$ cat src/hw/iof_pkg.sv
/*
 * Shared constants and types of the I/O expander with fan control:
 * register offsets, reset values, field positions, bus addresses and timing.
 * Assumes a single 125 MHz system clock in every module that imports it.
 */
package iof_pkg;

    localparam int unsigned CLK_HZ = 125_000_000;
    localparam int unsigned FAN_KICK_INTERVAL_MS = 1000;
    localparam int unsigned FAN_KICK_CYCLES = CLK_HZ / 1000 * FAN_KICK_INTERVAL_MS;
    localparam int unsigned FAN_KICK_CNT_W = 27;

    localparam logic [7:0] REG_DEVICE_CONFIG = 8'h00;
    localparam logic [7:0] REG_PIN_DIRECTION = 8'h01;
    localparam logic [7:0] REG_DRIVE_TYPE = 8'h02;
    localparam logic [7:0] REG_CHANGE_FLAGS = 8'h03;
    localparam logic [7:0] REG_PIN_IRQ_ENABLE = 8'h04;
    localparam logic [7:0] REG_PIN_VALUE = 8'h05;
    localparam logic [7:0] REG_FAN_LEVEL = 8'h06;

    localparam logic [7:0] DEVICE_CONFIG_RST = 8'h00;
    localparam logic [7:0] PIN_DIRECTION_RST = 8'h00;
    localparam logic [7:0] DRIVE_TYPE_RST = 8'h00;
    localparam logic [7:0] CHANGE_FLAGS_RST = 8'h00;
    localparam logic [7:0] PIN_IRQ_ENABLE_RST = 8'h00;
    localparam logic [7:0] PIN_VALUE_RST = 8'hFF;
    localparam logic [7:0] FAN_LEVEL_RST = 8'h00;

    localparam int unsigned CFG_IRQ_EN_BIT = 0;
    localparam int unsigned CFG_FAN_MODE_BIT = 1;
    localparam logic [7:0] CFG_KEEP_MASK = 8'h03;
    localparam logic [7:0] FAN_KEEP_MASK = 8'h07;
    localparam logic [7:0] FAN_PIN_MASK = 8'hF0;
    localparam logic [2:0] FAN_LEVEL_OFF = 3'h0;
    localparam logic [2:0] FAN_LEVEL_FASTEST = 3'h7;

    localparam logic [6:0] SMB_ADDR_BASE = 7'h20;
    localparam logic [6:0] SMB_ALERT_RESP_ADDR = 7'h0C;
    localparam logic [3:0] SMB_BYTE_BITS = 4'h8;
    localparam logic [3:0] SMB_LAST_TX_BIT = 4'h7;
    localparam logic [1:0] STRAP_SETTLE = 2'h3;

    typedef struct packed {
        logic [7:0] device_config;
        logic [7:0] pin_direction;
        logic [7:0] drive_type;
        logic [7:0] change_flags;
        logic [7:0] pin_irq_enable;
        logic [7:0] pin_value;
        logic [7:0] fan_level;
    } iof_regs_type;

    typedef struct packed {
        logic wr;
        logic rd;
        logic [7:0] addr;
        logic [7:0] data;
    } iof_access_type;

endpackage

$ cat src/hw/iof_sync.sv
/*
 * Two-flop synchroniser for a vector of slow external levels.
 * Assumes each bit changes far slower than the clock; bits are not coherent.
 */
`timescale 1ns/1ps
module iof_sync #(
    parameter int W = 1
) (
    input wire logic clk_i,
    input wire logic rst_i,
    input wire logic [W-1:0] d_i,
    output logic [W-1:0] q_o
);
    logic [W-1:0] meta_r;
    logic [W-1:0] stable_r;

    always_ff @(posedge clk_i or posedge rst_i) begin
        if (rst_i) begin
            meta_r <= '0;
            stable_r <= '0;
        end else begin
            meta_r <= d_i;
            stable_r <= meta_r;
        end
    end

    assign q_o = stable_r;
endmodule

$ cat src/hw/iof_kick.sv
/*
 * Fan start-up kick timer and fan output encoder.
 * Assumes load_i pulses for one cycle when the level goes from off to on.
 */
`timescale 1ns/1ps
module iof_kick
    import iof_pkg::*;
#(
    parameter int unsigned KICK_CYCLES = FAN_KICK_CYCLES,
    parameter int CNT_W = FAN_KICK_CNT_W
) (
    input wire logic clk_i,
    input wire logic rst_i,
    input wire logic load_i,
    input wire logic [2:0] level_i,
    output logic [2:0] level_n_o,
    output logic off_n_o
);
    logic [CNT_W-1:0] count_r;
    logic [CNT_W-1:0] count_nxt;
    logic [2:0] level_eff;

    if (KICK_CYCLES < 1 || KICK_CYCLES >= (64'd1 << CNT_W)) begin : g_bad_kick
        $error("iof_kick: KICK_CYCLES does not fit the counter");
    end

    always_comb begin
        count_nxt = count_r;
        if (load_i) begin
            count_nxt = CNT_W'(KICK_CYCLES);
        end else if (count_r != '0) begin
            count_nxt = count_r - CNT_W'(1);
        end
    end

    always_ff @(posedge clk_i or posedge rst_i) begin
        if (rst_i) begin
            count_r <= '0;
        end else begin
            count_r <= count_nxt;
        end
    end

    // A write of zero during the kick stops the fan at once rather than finishing the kick.
    assign level_eff = (count_r != '0 && level_i != FAN_LEVEL_OFF) ? FAN_LEVEL_FASTEST : level_i;
    assign level_n_o = ~level_eff;
    assign off_n_o = (level_eff != FAN_LEVEL_OFF);
endmodule

$ cat src/hw/iof_top.sv
/*
 * Register bank, serial management slave and pin logic of an eight-pin I/O
 * expander with fan level mode. Assumes the bus wire levels are resolved
 * outside from the output enables, and that all pins are asynchronous.
 */
// What this block does
// - Global interrupt enable bit gates all pin-change attention; resets disabled.
// - Fan mode bit hands upper four pins to fan outputs; otherwise all general I/O.
// - Direction bit one makes an output, zero an input; all inputs after reset.
// - In fan mode upper pins are open-drain outputs, ignoring direction and drive bits.
// - Drive type bit one is push-pull, zero open-drain; reset is open-drain.
// - Any input pin level change sets its change flag, interrupts enabled or not.
// - Reading the change flag register returns flags, then clears all of them.
// - Per-pin interrupt enable lets an input pin raise attention when set.
// - In fan mode the four fan pins raise no interrupt of any kind.
// - Pin value reads give live input levels and last written output values.
// - Pin value writes change output pins only; input bits are discarded.
// - In fan mode upper pin value bits do not reach the pins.
// - Fan outputs are the inverse level field; off output low only at zero.
// - Off-to-on level writes give fastest setting about one second first.
// - Attention asserts on a change only with global, pin enable and input.
// - Attention releases after alert response address answer or flag register read.
// - Registers use byte read and byte write; command byte is register address.
`timescale 1ns/1ps
module iof_top
    import iof_pkg::*;
#(
    parameter int unsigned KICK_CYCLES = FAN_KICK_CYCLES
) (
    input wire logic CLK_I,
    input wire logic RESET_I,
    input wire logic SMB_CLK_I,
    input wire logic SMB_DATA_I,
    output logic SMB_DATA_O,
    output logic SMB_DATA_OE_O,
    input wire logic [2:0] ADDR_SEL_I,
    input wire logic [7:0] IO_PIN_I,
    output logic [7:0] IO_PIN_O,
    output logic [7:0] IO_PIN_OE_O,
    output logic ALERT_N_O,
    output logic ALERT_N_OE_O
);
    typedef enum logic [3:0] {
        ST_IDLE, ST_ADDR, ST_ADDR_ACK, ST_CMD, ST_CMD_ACK,
        ST_WDATA, ST_WDATA_ACK, ST_TX, ST_TX_ACK, ST_IGNORE
    } iof_state_type;

    typedef enum logic [1:0] {KIND_WRITE, KIND_READ, KIND_ARA} iof_kind_type;

    logic [12:0] sync_q;
    logic scl_q;
    logic sda_q;
    logic [2:0] strap_q;
    logic [7:0] pin_q;

    iof_sync #(.W(13)) u_sync (
        .clk_i(CLK_I),
        .rst_i(RESET_I),
        .d_i({SMB_CLK_I, SMB_DATA_I, ADDR_SEL_I, IO_PIN_I}),
        .q_o(sync_q)
    );

    assign scl_q = sync_q[12];
    assign sda_q = sync_q[11];
    assign strap_q = sync_q[10:8];
    assign pin_q = sync_q[7:0];

    // Edge and condition detection on the synchronised bus wires.
    logic scl_d_r;
    logic sda_d_r;
    logic scl_rise;
    logic scl_fall;
    logic bus_start;
    logic bus_stop;

    assign scl_rise = scl_q & ~scl_d_r;
    assign scl_fall = ~scl_q & scl_d_r;
    assign bus_start = scl_q & scl_d_r & sda_d_r & ~sda_q;
    assign bus_stop = scl_q & scl_d_r & ~sda_d_r & sda_q;

    // Address strap, caught once after the synchroniser has settled.
    logic [1:0] strap_cnt_r;
    logic [1:0] strap_cnt_nxt;
    logic strap_done_r;
    logic strap_done_nxt;
    logic [6:0] own_addr_r;
    logic [6:0] own_addr_nxt;
    logic [7:0] pin_prev_r;
    logic [7:0] pin_prev_nxt;

    always_comb begin
        strap_cnt_nxt = strap_cnt_r;
        strap_done_nxt = strap_done_r;
        own_addr_nxt = own_addr_r;
        pin_prev_nxt = pin_q;
        if (!strap_done_r) begin
            strap_cnt_nxt = strap_cnt_r + 2'h1;
            if (strap_cnt_r == STRAP_SETTLE) begin
                strap_done_nxt = 1'b1;
                own_addr_nxt = {SMB_ADDR_BASE[6:3], strap_q};
            end
        end
    end

    always_ff @(posedge CLK_I or posedge RESET_I) begin
        if (RESET_I) begin
            strap_cnt_r <= 2'h0;
            strap_done_r <= 1'b0;
            own_addr_r <= SMB_ADDR_BASE;
            pin_prev_r <= 8'h00;
            scl_d_r <= 1'b1;
            sda_d_r <= 1'b1;
        end else begin
            strap_cnt_r <= strap_cnt_nxt;
            strap_done_r <= strap_done_nxt;
            own_addr_r <= own_addr_nxt;
            pin_prev_r <= pin_prev_nxt;
            scl_d_r <= scl_q;
            sda_d_r <= sda_q;
        end
    end

    // Register bank state.
    iof_regs_type regs_r;
    iof_regs_type regs_nxt;
    logic alert_r;
    logic alert_nxt;
    logic kick_load;
    iof_access_type acc;
    logic ara_done;

    logic fan_mode;
    logic irq_en;
    logic [7:0] fan_pins;
    logic [7:0] out_mask;
    logic [7:0] in_mask;
    logic [7:0] change_set;
    logic flag_clear;

    assign fan_mode = regs_r.device_config[CFG_FAN_MODE_BIT];
    assign irq_en = regs_r.device_config[CFG_IRQ_EN_BIT];
    assign fan_pins = fan_mode ? FAN_PIN_MASK : 8'h00;
    assign out_mask = regs_r.pin_direction & ~fan_pins;
    assign in_mask = ~regs_r.pin_direction & ~fan_pins;
    // Flags stay quiet until the synchroniser holds real pin levels.
    assign change_set = strap_done_r ? ((pin_q ^ pin_prev_r) & in_mask) : 8'h00;
    assign flag_clear = acc.rd && (acc.addr == REG_CHANGE_FLAGS);

    function automatic logic [7:0] read_reg(input logic [7:0] addr, input iof_regs_type r,
                                            input logic [7:0] live, input logic [7:0] omask);
        case (addr)
            REG_DEVICE_CONFIG: read_reg = r.device_config;
            REG_PIN_DIRECTION: read_reg = r.pin_direction;
            REG_DRIVE_TYPE: read_reg = r.drive_type;
            REG_CHANGE_FLAGS: read_reg = r.change_flags;
            REG_PIN_IRQ_ENABLE: read_reg = r.pin_irq_enable;
            REG_PIN_VALUE: read_reg = (r.pin_value & omask) | (live & ~omask);
            REG_FAN_LEVEL: read_reg = r.fan_level;
            default: read_reg = 8'h00;
        endcase
    endfunction

    always_comb begin
        regs_nxt = regs_r;
        kick_load = 1'b0;
        if (acc.wr) begin
            case (acc.addr)
                REG_DEVICE_CONFIG: regs_nxt.device_config = acc.data & CFG_KEEP_MASK;
                REG_PIN_DIRECTION: regs_nxt.pin_direction = acc.data;
                REG_DRIVE_TYPE: regs_nxt.drive_type = acc.data;
                REG_PIN_IRQ_ENABLE: regs_nxt.pin_irq_enable = acc.data;
                REG_PIN_VALUE: begin
                    regs_nxt.pin_value = (regs_r.pin_value & ~out_mask) | (acc.data & out_mask);
                end
                REG_FAN_LEVEL: begin
                    regs_nxt.fan_level = acc.data & FAN_KEEP_MASK;
                    kick_load = (regs_r.fan_level[2:0] == FAN_LEVEL_OFF) &&
                                (acc.data[2:0] != FAN_LEVEL_OFF);
                end
                default: regs_nxt.fan_level = regs_r.fan_level;
            endcase
        end
        // A change in the cycle of the clearing read survives it.
        regs_nxt.change_flags = (flag_clear ? 8'h00 : regs_r.change_flags) | change_set;
        alert_nxt = (irq_en && ((change_set & regs_r.pin_irq_enable) != 8'h00)) ||
                    (alert_r && !flag_clear && !ara_done);
    end

    always_ff @(posedge CLK_I or posedge RESET_I) begin
        if (RESET_I) begin
            regs_r <= '{DEVICE_CONFIG_RST, PIN_DIRECTION_RST, DRIVE_TYPE_RST, CHANGE_FLAGS_RST,
                        PIN_IRQ_ENABLE_RST, PIN_VALUE_RST, FAN_LEVEL_RST};
            alert_r <= 1'b0;
        end else begin
            regs_r <= regs_nxt;
            alert_r <= alert_nxt;
        end
    end

    // Serial management slave: byte write, byte read with repeated start, alert response.
    iof_state_type state_r;
    iof_state_type state_nxt;
    iof_kind_type kind_r;
    iof_kind_type kind_nxt;
    logic [3:0] bit_cnt_r;
    logic [3:0] bit_cnt_nxt;
    logic [7:0] shift_r;
    logic [7:0] shift_nxt;
    logic [7:0] cmd_r;
    logic [7:0] cmd_nxt;
    logic sda_oe_r;
    logic sda_oe_nxt;
    logic rx_state;
    logic rx_done;
    logic [7:0] tx_byte;

    assign rx_state = (state_r == ST_ADDR) || (state_r == ST_CMD) || (state_r == ST_WDATA);
    assign rx_done = rx_state && scl_fall && (bit_cnt_r == SMB_BYTE_BITS);
    assign tx_byte = (kind_r == KIND_ARA) ? {own_addr_r, 1'b0} :
                     read_reg(cmd_r, regs_r, pin_q, out_mask);

    always_comb begin
        state_nxt = state_r;
        kind_nxt = kind_r;
        bit_cnt_nxt = bit_cnt_r;
        shift_nxt = shift_r;
        cmd_nxt = cmd_r;
        sda_oe_nxt = sda_oe_r;
        acc = '0;
        ara_done = 1'b0;
        if (rx_state && scl_rise && bit_cnt_r != SMB_BYTE_BITS) begin
            shift_nxt = {shift_r[6:0], sda_q};
            bit_cnt_nxt = bit_cnt_r + 4'h1;
        end
        if (rx_done) begin
            bit_cnt_nxt = 4'h0;
            sda_oe_nxt = 1'b1;
        end
        if (bus_stop) begin
            state_nxt = ST_IDLE;
            sda_oe_nxt = 1'b0;
        end else if (bus_start) begin
            state_nxt = ST_ADDR;
            bit_cnt_nxt = 4'h0;
            sda_oe_nxt = 1'b0;
        end else begin
            case (state_r)
                ST_ADDR: begin
                    if (rx_done) begin
                        state_nxt = ST_ADDR_ACK;
                        if (shift_r[7:1] == own_addr_r) begin
                            kind_nxt = shift_r[0] ? KIND_READ : KIND_WRITE;
                        end else if (shift_r[7:1] == SMB_ALERT_RESP_ADDR && shift_r[0] && alert_r) begin
                            kind_nxt = KIND_ARA;
                        end else begin
                            state_nxt = ST_IGNORE;
                            sda_oe_nxt = 1'b0;
                        end
                    end
                end
                ST_ADDR_ACK: begin
                    if (scl_fall) begin
                        if (kind_r == KIND_WRITE) begin
                            state_nxt = ST_CMD;
                            sda_oe_nxt = 1'b0;
                        end else begin
                            state_nxt = ST_TX;
                            shift_nxt = tx_byte;
                            sda_oe_nxt = ~tx_byte[7];
                            acc.rd = (kind_r == KIND_READ);
                            acc.addr = cmd_r;
                        end
                    end
                end
                ST_CMD: begin
                    if (rx_done) begin
                        cmd_nxt = shift_r;
                        state_nxt = ST_CMD_ACK;
                    end
                end
                ST_CMD_ACK, ST_WDATA_ACK: begin
                    if (scl_fall) begin
                        state_nxt = (state_r == ST_CMD_ACK) ? ST_WDATA : ST_IGNORE;
                        sda_oe_nxt = 1'b0;
                    end
                end
                ST_WDATA: begin
                    if (rx_done) begin
                        acc.wr = 1'b1;
                        acc.addr = cmd_r;
                        acc.data = shift_r;
                        state_nxt = ST_WDATA_ACK;
                    end
                end
                ST_TX: begin
                    // Open-drain sending: a one read back as zero means another responder won.
                    if (scl_rise && shift_r[7] && !sda_q) begin
                        state_nxt = ST_IGNORE;
                        sda_oe_nxt = 1'b0;
                    end else if (scl_fall) begin
                        if (bit_cnt_r == SMB_LAST_TX_BIT) begin
                            state_nxt = ST_TX_ACK;
                            sda_oe_nxt = 1'b0;
                            ara_done = (kind_r == KIND_ARA);
                        end else begin
                            shift_nxt = {shift_r[6:0], 1'b0};
                            sda_oe_nxt = ~shift_r[6];
                            bit_cnt_nxt = bit_cnt_r + 4'h1;
                        end
                    end
                end
                ST_TX_ACK: begin
                    if (scl_rise) begin
                        state_nxt = ST_IGNORE;
                    end
                end
                ST_IDLE, ST_IGNORE: state_nxt = state_r;
                default: state_nxt = ST_IDLE;
            endcase
        end
    end

    always_ff @(posedge CLK_I or posedge RESET_I) begin
        if (RESET_I) begin
            state_r <= ST_IDLE;
            kind_r <= KIND_WRITE;
            bit_cnt_r <= 4'h0;
            shift_r <= 8'h00;
            cmd_r <= 8'h00;
            sda_oe_r <= 1'b0;
        end else begin
            state_r <= state_nxt;
            kind_r <= kind_nxt;
            bit_cnt_r <= bit_cnt_nxt;
            shift_r <= shift_nxt;
            cmd_r <= cmd_nxt;
            sda_oe_r <= sda_oe_nxt;
        end
    end

    // Pin drivers.
    logic [2:0] fan_level_out_n;
    logic fan_off_n;
    logic [3:0] fan_drive;
    logic [7:0] pin_o_r;
    logic [7:0] pin_o_nxt;
    logic [7:0] pin_oe_r;
    logic [7:0] pin_oe_nxt;

    iof_kick #(.KICK_CYCLES(KICK_CYCLES), .CNT_W(FAN_KICK_CNT_W)) u_kick (
        .clk_i(CLK_I),
        .rst_i(RESET_I),
        .load_i(kick_load),
        .level_i(regs_r.fan_level[2:0]),
        .level_n_o(fan_level_out_n),
        .off_n_o(fan_off_n)
    );

    assign fan_drive = {fan_level_out_n, fan_off_n};

    always_comb begin
        pin_o_nxt = 8'h00;
        pin_oe_nxt = 8'h00;
        for (int i = 0; i < 8; i++) begin
            if (fan_pins[i]) begin
                pin_oe_nxt[i] = ~fan_drive[2'(i)];
            end else if (regs_r.pin_direction[i]) begin
                if (regs_r.drive_type[i]) begin
                    pin_o_nxt[i] = regs_r.pin_value[i];
                    pin_oe_nxt[i] = 1'b1;
                end else begin
                    pin_oe_nxt[i] = ~regs_r.pin_value[i];
                end
            end
        end
    end

    always_ff @(posedge CLK_I or posedge RESET_I) begin
        if (RESET_I) begin
            pin_o_r <= 8'h00;
            pin_oe_r <= 8'h00;
        end else begin
            pin_o_r <= pin_o_nxt;
            pin_oe_r <= pin_oe_nxt;
        end
    end

    assign IO_PIN_O = pin_o_r;
    assign IO_PIN_OE_O = pin_oe_r;
    assign SMB_DATA_O = 1'b0;
    assign SMB_DATA_OE_O = sda_oe_r;
    assign ALERT_N_O = 1'b0;
    assign ALERT_N_OE_O = alert_r;
endmodule

$ cat config.mk
export PLATFORM = sky130hd
export DESIGN_NAME = iof_top
export DESIGN_NICKNAME = d
export VERILOG_FILES = /design/src/hw/iof_pkg.sv /design/src/hw/iof_sync.sv /design/src/hw/iof_kick.sv /design/src/hw/iof_top.sv
export SDC_FILE = /design/constraint.sdc
export NUM_CORES = 1
export LEC_CHECK = 0
export ABC_AREA = 0
export BUFFER_PORTS_ARGS = -buffer_cell sky130_fd_sc_hd__buf_4
export CAP_MARGIN = 30
export CORE_MARGIN = 10
export CORE_UTILIZATION = 53
export CTS_CLUSTER_SIZE = 28
export DETAILED_ROUTE_END_ITERATION = 10
export PLACE_DENSITY = 0.7
export SYNTH_ARGS = -nofsm -noshare
export SYNTH_HDL_FRONTEND = slang
export SYNTH_SLANG_ARGS = --single-unit
$ cat constraint.sdc
create_clock -name CLK_I -period 5.15 [get_ports CLK_I]
set_input_delay 0.2575 -clock CLK_I [delete_from_list [all_inputs] [get_ports CLK_I]]
set_output_delay 0.2575 -clock CLK_I [all_outputs]
set_load 0.01 [all_outputs]
Word-level counts from Yosys, hierarchy flattened
Index checks and enable logic that the tools add are counted.
- register bits after elaboration: 158
- output and inout bits: 20
- $add $sub $neg: 3
- eq/ne operators: 38
- muxes and demuxes: 125
- bitwise gates (word level): 42
- reductions and logical operators: 44
- operators with widths (operator ; count):
    $mux W8 ; 13
    $mux W4 ; 22
    $mux W1 ; 74
    $and A8 B8 Y8 ; 8
    $pmux W8 S7 ; 1
    $mux W27 ; 2
    $eq A8 B3 Y1 const B ; 6
    $mux W18 ; 2
    $eq A8 B2 Y1 const B ; 4
    $pmux W4 S8 ; 1
    $pmux W8 S2 ; 2
    $ne A4 B4 Y1 const B ; 7
    $reduce_bool A27 Y1 ; 1
    $sub A27 B1 Y27 const B ; 1
    $not A8 Y8 ; 3
    $or A8 B8 Y8 ; 3
    $eq A4 B3 Y1 const B ; 5
    $not A1 Y1 ; 20
    $mux W9 ; 2
    $eq A8 B1 Y1 const B ; 2
    $logic_not A8 Y1 ; 2
    $mux W16 ; 1
    $logic_and A1 B1 Y1 ; 14
    $reduce_and A2 Y1 ; 7
    28 further kinds ; 49

Longest topological paths before layout
Gate-level depths: netlist (run 1).
- depth in word-level cells: 15
- mapped depth: 9
- mapped depth without buffers: 7

Modules after synthesis
A second synthesis (run 1) with hierarchy kept.
- cells, all modules: 716
- area total of the unflattened synthesis: 7788.7 um2
- by module, submodules not included (module ; times used ; cells an instance ; area an instance (um2) ; seq. area each (um2)):
    iof_top ; 1 ; 525 ; 5584.1 ; 2640.0
    iof_kick ; 1 ; 164 ; 1550.2 ; 675.6
    iof_sync ; 1 ; 27 ; 654.4 ; 650.6

Least setup slack after synthesis (run 1)
No wires, ideal clock.
- path kind: register -> register
- start: reg shift_r[2]
- end: reg kind_r[0]
- library setup time: 0.125 ns
- arrival time: 2.134 ns
- path slack: 2.891 ns
- cell stages (with the launch flop): 7
- buffers on the path: 1
- clock period less this slack: 2.259 ns
- cell sequence: dfrtp_1 buf_6 or4_1 or4_4 and2_4 nor4_4 mux2_2
- word-level cells in the longest chain between the ends: 5
- elaborated cells on any way between the ends: 7
- ends and longest elaborated chain (what ; RTL line ; text):
    from (decl) ; iof_top.sv:207 ; logic [7:0] shift_r;
    from (signal assigned) ; iof_top.sv:335 ; shift_r <= shift_nxt;
    $eq A7 B4 Y1 ; iof_top.sv:253 ; end else if (shift_r[7:1] == SMB_ALERT_RESP_ADDR && shift_r[0] && alert_r) begin
    $logic_and A1 B1 Y1 (2 in a row) ; iof_top.sv:253 ;
    $reduce_bool A2 Y1 (no line) ; -- ;
    $reduce_and A5 Y1 (no line) ; -- ;
    to (signal assigned) ; iof_top.sv:333 ; kind_r <= kind_nxt;
    to (decl) ; iof_top.sv:203 ; iof_kind_type kind_r;
Parallel ways exist; a longest one is shown, timed or not.
A chain may end at the register's enable or synchronous reset.

Worst setup path in the final report (run 1)
- start: reg scl_d_r
- end: reg alert_r (netlist: ALERT_N_OE_O)
- word-level cells in the longest chain between the ends: 13
- elaborated cells on any way between the ends: 30
- ends and longest elaborated chain (what ; RTL line ; text):
    from (decl) ; iof_top.sv:69 ; logic scl_d_r;
    from (signal assigned) ; iof_top.sv:118 ; scl_d_r <= scl_q;
    $and A1 B1 Y1 ; iof_top.sv:77 ; assign scl_fall = ~scl_q & scl_d_r;
    $logic_and A1 B1 Y1 (2 in a row) ; iof_top.sv:218 ; assign rx_done = rx_state && scl_fall && (bit_cnt_r == SMB_BYTE_BITS);
    $mux W16 ; iof_top.sv:288 ; if (rx_done) begin
    $pmux W8 S2 ; iof_top.sv:247 ; case (state_r)
    $mux W18 ; iof_top.sv:242 ; end else if (bus_start) begin
    $mux W18 ; iof_top.sv:239 ; if (bus_stop) begin
    $eq A8 B2 Y1 ; iof_top.sv:147 ; assign flag_clear = acc.rd && (acc.addr == REG_CHANGE_FLAGS);
    $logic_and A1 B1 Y1 ; iof_top.sv:147 ;
    $logic_not A1 Y1 ; iof_top.sv:186 ; (alert_r && !flag_clear && !ara_done);
    $logic_and A1 B1 Y1 ; iof_top.sv:186 ;
    $logic_and A1 B1 Y1 * ; iof_top.sv:186 ;
    $logic_or A1 B1 Y1 * ; iof_top.sv:185 ; alert_nxt = (irq_en && ((change_set & regs_r.pin_irq_enable) != 8'h00)) ||
    named net alert_nxt ; iof_top.sv:127 ; logic alert_nxt;
    to (signal assigned) ; iof_top.sv:196 ; alert_r <= alert_nxt;
    to (decl) ; iof_top.sv:126 ; logic alert_r;
Mark *: on every way through the listed nets, which the timed path passes. The rest lies on a longest branch.

==> metrics list, run 1 <==
- Of the total synthesized cell area, the portion taken by full adders, half adders and majority gates is 0.656%.
- The routed layout has 6,053 vias.
- The signal on the critical path passes through nor2b_1 > and2_1 > nand3_1 > or4_1 > a32o_1.
- Share of post-route cells with drive strength above 1: between 10% and 20%
* First-pass GRT wire length: 30.8 mm
- Worst path depth: 5
- The run finished with clean final reports.
- Most frequent cell after synthesis: sky130_fd_sc_hd__dfrtp_1
* DP Worst Slack: 2.03 ns
* Average footprint of a synthesized cell: 10.3 um^2
- After the first detailed-routing iteration, the DRC count stood at a little over 600.
* Largest net degree at the start of global routing: 98
- Worst min-delay path class: in2async
- STA classifies the critical path startpoint as a flip-flop.
- Final-layout worst hold slack: 0.332 ns
- The synthesized netlist occupies a cell area of roughly 7600 um^2.
- IR analysis of the VDD net gives a maximum drop of 264 uV.
- Post-CTS Repair Setup Buffers: 0
* Post-synthesis to final-layout area growth: 15.2%
* Vias per std cell: 6.25
* Final TNS setup: 0 ns
- Top cells by area, synth: sky130_fd_sc_hd__dfrtp_1, sky130_fd_sc_hd__o21ai_0, sky130_fd_sc_hd__mux2_2, sky130_fd_sc_hd__dfstp_2, sky130_fd_sc_hd__nand2_1
- Max-cap violations in this run came to 0.
* Clock transition at the registers of the reported paths: approximately 0.060 ns
- Estimated wirelength of the detail-placed design: 12.7 mm
- Yosys printed 0 warnings.
* Post-Route Utilization: 62.8%
* DRC errors left: 0
* Critical path buffer and inverter count: 0
- Worst-Skew Late Latency: 0.42 ns
- Tot GR Track Use: between 10% and 20%
* Post-synth cell types: 80
- After global routing the overflow that remains totals 0.
- Count of port buffers added during placement: 32
- Via count of the first global-routing pass: 6,019
* Wirelength, routed: 18.5 mm
* Initial Utilization: 54.5%
- Sequential elements use between 50% and 60% of the synthesized area.
- For the pin with the worst max-slew slack, the measured transition is 0.855 ns.
- Count of mapped cells out of synthesis: between 700 and 800
* Finish-stage setup viols: 0
- Launching instance or port of the critical path: scl_d_r
- Most used standard cells in the synthesized netlist: sky130_fd_sc_hd__dfrtp_1, sky130_fd_sc_hd__nand2_1, sky130_fd_sc_hd__o21ai_0
- Number of synthesized flops with an enable pin: 0
- For this design, the sink count on the clock tree is 158.
- Cell taking the most area after synthesis: sky130_fd_sc_hd__dfrtp_1
- Number of diodes added for antenna fixing: 0
* Final RePlAce weighted congestion: 0.942
- Maximum clock skew at final layout: 0.00820 ns
* Non-Filler Cell Area, Final: between 8000 and 9000 um^2
- Family of cells with the greatest summed delay on the critical path: simple AND/OR/NAND/NOR gates
- CP peak stage delay: 0.75 ns
- Area fraction in and, or, nand and nor cells after synthesis: 18.6%
- At the end of the flow, the number of nets in the layout was between 700 and 800.
- Of all nets on the critical path, the largest fanout is 12.
- Number of buffers created by CTS: 17
* Critical Path Slowest Stage Cell: sky130_fd_sc_hd__or4_1
- Height of the chip: roughly 140 um
- Fraction of synthesized cell area taken by the top area cell type: 48.6%
* FMAX: 348 MHz
* Critical Path AT: between 3 and 4 ns
- In this run the static leakage power is 3.88 nW.
- The final number of hold-violating endpoints is 0.
- The number of antenna violations at the first check in global routing was 0.
* Core region area: 14,000 um^2
- Counting cells, the worst reg-to-reg path comes to 5.
- The portion of synthesized area spent on multiplexers is 4.73%.
* Synth Area in Compound Gates: 16.9%
* Site row count: between 40 and 50
- Dividing the detail-routed wire length by the instance count gives 19.1 um.
- Post-detailed-route count of antenna-violating nets: 0
- TritonCTS built the clock tree.
* Final worst setup slack: 2.27 ns
- The die is 140 um wide.
* Num ports: 35
* Share of synthesized flip-flops with an asynchronous set or reset: 100%
- The die covers 19,600 um^2.
- Dpl cell area: ~8000 um^2
* First-pass detailed-route iteration total: 6
- The critical path is of the reg2reg type.
* Combinational family with the most area after synthesis: simple AND/OR/NAND/NOR gates
* Most used DFF post-synth: sky130_fd_sc_hd__dfrtp_1
* Maximum count of clock buffers along a single path: 2
- Areal power density over the cells: 349 nW/um^2
- CTS H-tree depth: 4
- The root buffer cell chosen for the clock tree is sky130_fd_sc_hd__clkbuf_16.
- Xor/xnor cell area share of the yosys netlist: 3.45%
- Post-route minimum period: ~2.9 ns
- Yosys reg bits: approximately 160
- Number of max-slew violations in the final report: 0
- Capturing element type of the critical path: flip-flop
* Slew Limit Headroom: 42.8%
* Tcrit/Tclk final: 55.9%
- CP required: between 5 and 6 ns
- Setup repair after global routing missed its margin: false
- The worst register-to-register path begins at scl_d_r.
## power breakdown
part	leakage (nW)	switching (mW)	internal, mW
Combinational	1.54	0.165	0.136
Clock	0.316	0.489	0.862
Sequential	2.03	0.123	1.29
## layout by cell type (no fill, tap or decap), types with 14 or more instances in the layout
cell type,instances
sky130_fd_sc_hd__nand3_1,15
sky130_fd_sc_hd__nor3_1,16
sky130_fd_sc_hd__clkbuf_16,17
sky130_fd_sc_hd__a21oi_1,23
sky130_fd_sc_hd__nand4_1,15
sky130_fd_sc_hd__dfrtp_1,148
sky130_fd_sc_hd__o21ai_0,65
sky130_fd_sc_hd__nor2_1,37
sky130_fd_sc_hd__nand2b_1,14
sky130_fd_sc_hd__buf_4,39
sky130_fd_sc_hd__nand2_1,70
sky130_fd_sc_hd__xor2_1,18
sky130_fd_sc_hd__inv_1,23
sky130_fd_sc_hd__dlygate4sd3_1,14
sky130_fd_sc_hd__mux2_2,24
## registers in the layout, summed over array words and instances (netlist names), 2 cells and up, named ones only
name / cells
regs_r: 35
shift_r: 8
strap_cnt_r: 2
kind_r: 2
pin_prev_r: 8
cmd_r: 8
state_r: 4
bit_cnt_r: 4
IO_PIN_OE_O: 8
u_sync.q_o: 13
own_addr_r: 3
u_sync.meta_r: 13
IO_PIN_O: 8
u_kick.count_r: 27
## area by class of cell
type                       instances  area [um^2]
clock buffer                      22          484
clock inverter                    10          156
fill                            1121         5200
inverter                          25         98.8
multi-input combinational        519         3390
sequential                       158         3970
tap                              180          225
timing repair buffer              54          460
## metrics by stage
stage | cells | power, mW
after floorplan | 742 | 1.64
after global placement | 919 | 1.71
after detailed placement | 920 | 1.72
after CTS | 966 | 3.08
after global routing | 968 | 3.19
final | 968 | 3.07
## what timing repair did
item / CTS / global route
hold endpoints to repair: 29 / 0
resized for setup: 0 / 0
hold buffers: 14 / 0
## final timing paths
kind,end,slack [ns]
min in group CLK_I,u_sync.q_o[11],0.35
setup reg to reg,ALERT_N_OE_O,2.27
hold reg to reg,u_sync.q_o[11],0.35
setup / recovery,ALERT_N_OE_O,2.27
hold / removal,regs_r[38],0.33
max in group asynchronous,async pin,4.01
## routing by layer
metal  part of all wire (%)  vias up  GRT usage (%)  wire [um]
met5                      0        -              0          0
met4                    2.2        0           6.68        408
met3                    6.7       41           4.77       1230
met2                     48      235           29.9       8780
met1                     44     2981           25.2       8050
li1                       -     2796              -          -
## tightest hold or removal path: stages
cell and delay (ns):
sky130_fd_sc_hd__dlygate4sd3_1 0.54, sky130_fd_sc_hd__buf_4 0.15, sky130_fd_sc_hd__inv_6 0.17
## cells by family (layout without fill, tap and decap cells)
| kind of cell | Yosys count | after routing |
|---|---|---|
| adders and majority gates | 4 | 4 |
| and+or+nand+nor | 257 | 257 |
| xor gates and xnor gates | 30 | 30 |
| muxes | 33 | 33 |
| DFF | 158 | 158 |
| other | 1 | 2 |
| AOI/OAI and AO/OA | 193 | 193 |
| buffers and inverters | 65 | 111 |
No activity file was read; power rests on OpenSTA's default activity.
==> inputs of run 2 (changes only) <==
==> constraint.sdc (replaced) <==
create_clock -name CLK_I -period 2.85 [get_ports CLK_I]
set_input_delay 0.1425 -clock CLK_I [delete_from_list [all_inputs] [get_ports CLK_I]]
set_output_delay 0.1425 -clock CLK_I [all_outputs]
set_load 0.01 [all_outputs]
==> metrics list, run 2 (same netlist as run 1, synthesis figures left out) <==
- TritonCTS clock tree: yes
* Largest net degree at the start of global routing: 54
* Worst-Skew Late Latency: 0.43 ns
- STA puts the critical path data required time at 3.13 ns.
* Via count of the first global-routing pass: 6,104
- For the finished layout, the period the worst path requires is 2.45 ns.
* Flip-flop count of the largest register after layout: 35
* Initial Utilization: 54.5%
* Final worst setup slack: 0.401 ns
- Number of clock sinks: between 150 and 200
* Maximum count of clock buffers along a single path: 2
* Count of port buffers added during placement: 32
- First-pass GRT wire length: 31.8 mm
- Slew Limit Headroom: 53.4%
- The worst register-to-register path begins at state_r[3].
- # nets final: 811
* Worst Reg2Reg Path Length in Cells: 6
- Starting DRT DRC Count: 654
* Capturing element type of the critical path: flip-flop
- Walking the worst path, the cells encountered are nand2b_1 > nor4_1 > buf_4 > mux2_2 > nand2_1 > o211ai_1.
* Wirelength, routed: roughly 20 mm
* Core region area: 14,000 um^2
- Between clock sinks in the finished design, the worst skew comes to between 0.01 and 0.015 ns.
* Estimated wirelength of the detail-placed design: 13.4 mm
* Critical Path Slowest Stage Cell: sky130_fd_sc_hd__nor4_1
- In this run the worst path has a maximum fanout of 15.
* Final TNS setup: 0 ns
- From left edge to right edge, the die measures 140 um.
* Site row count: 43
- Worst min-delay path class: in2async
* Vias per std cell: 6.37
* Destination of the worst register-to-register timing path: shift_r[5]
* Clock transition at the registers of the reported paths: 0.06 ns
- For flop-to-flop paths, the worst setup slack is 0.40 ns.
- Run status: finished clean
* DP Worst Slack: roughly 0.44 ns
- The final count of pins violating max slew was 0.
- The number of antenna violations at the first check in global routing came to 0.
* Setup repair after global routing missed its margin: false
- Worst-case vdd ir drop: around 600 uV
- The die is roughly 140 um tall.
- Data on the critical path arrives at its endpoint at 2.73 ns.
- Hold violation count in the final report: 0
- Register ranked first by flip-flop count: regs_r
- Areal power density over the cells: 616 nW/um^2
- Tot GR Track Use: between 10% and 20%
* CTS H-tree depth: 4
- Die Outline Area: 19,600 um^2
- In the routed design, unresolved DRC markers number 0.
- Number of inserted filler cells in the final layout: approximately 1.1k
- Most common cell after layout, fill and taps aside: sky130_fd_sc_hd__dfrtp_1
* Share of post-route cells with drive strength above 1: 17.8%
- The final route contains 6,277 vias.
- FF+latch area: 3970 um^2
* Type of the worst setup path: reg2reg
- Clock tree root buffer cell: sky130_fd_sc_hd__clkbuf_16
- CP peak stage delay: about 0.56 ns
- In this run the count of I/O pins placed on the die edge is 35.
* Finish-stage setup viols: 0
- Launching instance or port of the critical path: state_r[3]
- Across the run, the number of max-cap violations was 0.
- In the final routed layout, each cell accounts on average for 19.9 um.
* Post-CTS Repair Setup Buffers: 0
- Counting the buffers created by CTS gives 17.
- Element type at the critical path start: flip-flop
- The number of antenna diodes in the final layout is 0.
- Compared with the post-synthesis result, the final layout area differs by 16.8%.
* Most used cells in the layout excluding fill and tap cells: sky130_fd_sc_hd__dfrtp_1, sky130_fd_sc_hd__nand2_1, sky130_fd_sc_hd__o21ai_0, sky130_fd_sc_hd__buf_4, sky130_fd_sc_hd__nor2_1
- Timing would allow up to 408 MHz.
* P_leak: 3.93 nW
* Tcrit/Tclk final: 85.9%
* Post-detailed-route count of antenna-violating nets: 0
* Worst-Margin Slew: 0.693 ns
- Summed over all layers, the global routing overflow is 0.
- In the final layout, the registers with the most flip-flops are regs_r x35, u_kick.count_r x27.
* Area of the multi-input gates: about 3400 um^2
* Final RePlAce weighted congestion: 0.907
* First-pass detailed-route iteration total: 5
[run 2: changes by cell type in the layout (fill, tap and decap cells not counted), moves of 2 or more]
cell | before | now
sky130_fd_sc_hd__clkinvlp_4 | 1 | 5
sky130_fd_sc_hd__clkbuf_8 | 4 | 1
sky130_fd_sc_hd__buf_12 | 0 | 4
sky130_fd_sc_hd__buf_4 | 39 | 53
sky130_fd_sc_hd__clkinv_4 | 0 | 2
sky130_fd_sc_hd__clkinv_2 | 4 | 1
[run 2: area by class of cell]
| type | count | share of cell area, % |
|---|---|---|
| clock buffer | 20 | 5.01 |
| clock inverter | 12 | 1.80 |
| inverter | 25 | 1.10 |
| multi-input combinational | 519 | 38.1 |
| sequential | 158 | 44.5 |
| tap | 180 | 2.53 |
| timing repair buffer | 71 | 6.94 |
[run 2: report_power, final]
group          switching (mW)  leakage, nW  internal [mW]
Sequential              0.207         2.03           2.34
Combinational           0.334         1.62          0.263
Clock                   0.936        0.283           1.41
[run 2: per-stage QoR]
| step | util, % | instance area, um^2 | power [mW] | hold WS [ns] | std cells |
|---|---|---|---|---|---|
| final | 63.7 | 8910 | 5.49 | 0.323 | 985 |
| after global routing | 63.7 | 8910 | 5.70 | 0.343 | 985 |
| after CTS | 63.7 | 8910 | 5.51 | 0.329 | 985 |
| after detailed placement | 58.3 | 8160 | 3.15 | 0.227 | 939 |
| after global placement | 58.3 | 8160 | 3.13 | 0.222 | 939 |
| after floorplan | - | 7630 | 2.97 | 0.174 | 742 |
[run 2: metal layers]
| layer | vias up | track usage (%) | routed length, um |
|---|---|---|---|
| li1 | 2823 | - | - |
| met1 | 3128 | 26.0 | 8180 |
| met2 | 293 | 31.3 | 9520 |
| met3 | 33 | 5.51 | 1550 |
| met4 | 0 | 5.65 | 340 |
| met5 | - | 0 | 0 |
[run 2: worst max-delay path: cells and delay by family (launching register included)]
family / cells / cell delay [ns]
AO/OA/AOI/OAI: 1 / 0.10
buffers and inverters: 1 / 0.27
flip-flops: 1 / 0.54
multiplexers: 1 / 0.34
AND/OR/NAND/NOR: 3 / 1.05
[run 2: worst max path at each step]
stage	endpoint	slack, ns	cells after the start
2_1_floorplan	kind_r[0]	0.59	6
3_3_place_gp	kind_r[0]	0.51	5
3_5_place_dp	ALERT_N_OE_O	0.44	5
4_1_cts	kind_r[0]	0.43	5
5_1_grt	shift_r[5]	0.23	6
6_report	shift_r[5]	0.40	6
[run 2: timing repair]
item                       CTS  global route
hold endpoints to repair    32             0
resized for setup            0             0
setup endpoints to repair    0             0
hold buffers                14             0
==> inputs of run 3 (changes only) <==
--- a/config.mk
+++ b/config.mk
@@ -8,11 +8,13 @@
 export ABC_AREA = 0
 export BUFFER_PORTS_ARGS = -buffer_cell sky130_fd_sc_hd__buf_4
 export CAP_MARGIN = 30
+export CELL_PAD_IN_SITES_DETAIL_PLACEMENT = 1
+export CELL_PAD_IN_SITES_GLOBAL_PLACEMENT = 1
 export CORE_MARGIN = 10
-export CORE_UTILIZATION = 53
+export CORE_UTILIZATION = 49
 export CTS_CLUSTER_SIZE = 28
 export DETAILED_ROUTE_END_ITERATION = 10
-export PLACE_DENSITY = 0.7
+export PLACE_DENSITY_LB_ADDON = 0.1
 export SYNTH_ARGS = -nofsm -noshare
 export SYNTH_HDL_FRONTEND = slang
 export SYNTH_SLANG_ARGS = --single-unit
==> metrics list, run 3 (same netlist as run 1, synthesis figures left out) <==
- Capturing element type of the critical path: flip-flop
- Global routing consumed, over all layers together, 22.0% of the routing resources.
- Net switching fraction of the power: 28.9%
* Worst-Skew Late Latency: around 0.43 ns
- Critical Path AT: between 2 and 3 ns
* Number of clock sinks: 158
* Run status: finished clean
- Worst Reg2Reg Path Length in Cells: 6
- Worst-Margin Slew: 0.630 ns
- Post-detailed-route count of antenna-violating nets: 0
* FMAX: about 390 MHz
* Combinational share of power: between 10% and 20%
* Antenna violations before repair: 0
- After layout, the worst path uses about 90% of the clock period.
- Clock tree synthesis inserted a total of 17 buffers.
- After clock tree synthesis, the repair step resized 0 gates.
- Launching instance or port of the critical path: u_kick.count_r[2]
- First-pass GRT wire length: ~36 mm
- Maximum fanout along the worst path: 11
- Worst min-delay path class: in2async
- Final RePlAce weighted congestion: 0.931
* Fraction of power consumed by the clock network: 41.3%
- Grt total ovfl: 0
- Estimated wirelength of the detail-placed design: around 15 mm
- Flip-flop count of the largest register after layout: 35
- The number of global-route vias before repair is 6,590.
* Overall die width: 145 um
* Most used cells in the layout excluding fill and tap cells: sky130_fd_sc_hd__dfrtp_1, sky130_fd_sc_hd__nand2_1, sky130_fd_sc_hd__o21ai_0, sky130_fd_sc_hd__buf_4, sky130_fd_sc_hd__nor2_1
* Hold violation count in the final report: 0
- The routed design has approximately 22 mm of wire.
* Final worst setup slack: 0.277 ns
- Maximum clock skew at final layout: 0.0114 ns
- During I/O placement, the number of pins put on the boundary was 35.
- The total area inside the core boundary comes to approximately 15,000 um^2.
* Setup repair after global routing missed its margin: false
* Element type at the critical path start: flip-flop
- Seq pwr share: 46.6%
* Final-layout worst hold slack: 0.215 ns
- Per-cell routed wire length: between 20 and 25 um
* First-pass detailed-route iteration total: 5
- DRC errors left: 0
* Internal power component: 3.85 mW
* Most common cell after layout, fill and taps aside: sky130_fd_sc_hd__dfrtp_1
- Following the worst setup path forward leads to its endpoint at u_kick.count_r[19].
- For this configuration, the core starts out at a cell density of 50.2%.
* Largest net degree at the start of global routing: 73
* DP Worst Slack: 0.355 ns
* Number of buffers inserted by hold repair at cts: 14
- In this run the power spent charging and discharging nets is 1.57 mW.
* Register ranked first by flip-flop count: regs_r
* Post-route minimum period: ~2.6 ns
- P_leak: 3.93 nW
- The root buffer cell chosen for the clock tree is sky130_fd_sc_hd__clkbuf_16.
- The worst register-to-register path ends at u_kick.count_r[19].
- Final TNS setup: 0 ns
- Flop2flop setup slack: 0.28 ns
- The worst pin sits at a relative slew slack of a little under three fifths.
- Type of the worst setup path: reg2reg
- Starting DRT DRC Count: 435
- Areal power density over the cells: 612 nW/um^2
* Maximum count of clock buffers along a single path: 2
- Finish-stage setup viols: 0
* Largest registers in the final layout: regs_r x35, u_kick.count_r x27
* Post-CTS Repair Setup Buffers: 0
- The die covers 21,000 um^2.
- Number of max-slew violations in the final report: 0
* TritonCTS clock tree: yes
- The post-route netlist has 18.0% of its cells at a drive strength greater than 1.
- Count of port buffers added during placement: 32
- Total via count after detailed routing: 6,149
* Post-synthesis to final-layout area growth: 16.1%
- # nets final: 812
- The tool flagged a number of max-cap violations equal to 0.
- Using the TritonRoute via totals, the vias-per-cell ratio works out to 6.19.
- After filler insertion, the fill cell instance count of the layout stands at 1,635.
* Number of diodes added for antenna fixing: 0
- Site row count: 45
- Data on the critical path is required at its endpoint by 3.16 ns.
* Worst-case vdd ir drop: between 400 and 500 uV
- The die is 145 um tall.
- CTS built an H-tree with a depth of 4.
* Clock transition at the registers of the reported paths: 0.07 ns
- The worst register-to-register path begins at u_kick.count_r[2].
-- run 3: changes by cell type in the layout (fill, tap and decap cells not counted), sizes merged --
| cell | delta |
|---|---|
| inv | +5 |
| buf | +1 |
| bufinv | -2 |
| clkinvlp | -3 |
| clkinv | +1 |
| clkbuf | -1 |
-- run 3: how the worst min path moves through the flow --
| stage | from | endpoint | slack (ns) | cells past startpoint |
|---|---|---|---|---|
| 2_1_floorplan | IO_PIN_I[0] | u_sync.meta_r[0] | 0.17 | 0 |
| 3_3_place_gp | RESET_I | u_sync.q_o[7] | 0.09 | 2 |
| 3_5_place_dp | RESET_I | IO_PIN_O[7] | 0.09 | 2 |
| 4_1_cts | RESET_I | IO_PIN_O[7] | 0.18 | 3 |
| 5_1_grt | RESET_I | IO_PIN_O[7] | 0.23 | 3 |
| 6_report | RESET_I | IO_PIN_O[7] | 0.22 | 3 |
-- run 3: metal layers --
metal | global-route usage [%] | up-vias | share of wire (%)
met3 | 4.89 | 31 | 4.1
met2 | 36.9 | 118 | 50
met1 | 28.0 | 3174 | 45
met5 | 0 | - | 0
met4 | 6.44 | 0 | 1.1
li1 | - | 2826 | -
-- run 3: critical path: stages (launching register included) --
cell and delay [ns]:
sky130_fd_sc_hd__dfrtp_1 0.45, sky130_fd_sc_hd__nor4_1 0.53, sky130_fd_sc_hd__nand4_1 0.45, sky130_fd_sc_hd__o21ai_1 0.54, sky130_fd_sc_hd__buf_4 0.26, sky130_fd_sc_hd__o311ai_0 0.14
sky130_fd_sc_hd__o41ai_1 0.10
-- run 3: power by group through the flow --
stage,clock network (mW),registers [mW],logic [mW]
floorplan,0,2.43,0.539
global placement,0,2.55,0.593
detailed placement,0,2.56,0.625
CTS,2.27,2.52,0.649
global route,2.40,2.54,0.719
finish,2.24,2.53,0.656
-- run 3: layout make-up --
class / count / area [um^2] / share of cell area (%)
flip-flops and latches: 158 / 3970 / 44.8
multi-input cells: 519 / 3390 / 38.3
repair buffers: 72 / 588 / 6.64
clock buffers: 19 / 443 / 5.00
well taps: 188 / 235 / 2.66
clock inverters: 13 / 128 / 1.44
inverters: 25 / 97.6 / 1.10
-- run 3: through the flow --
step	instances	power, mW	cell area (um^2)	util [%]
3_3_place_gp	948	3.14	8140	53.6
6_report	994	5.42	8850	58.2
3_5_place_dp	948	3.18	8140	53.6
2_1_floorplan	742	2.97	7630	-
5_1_grt	994	5.66	8850	58.2
4_1_cts	994	5.44	8850	58.2
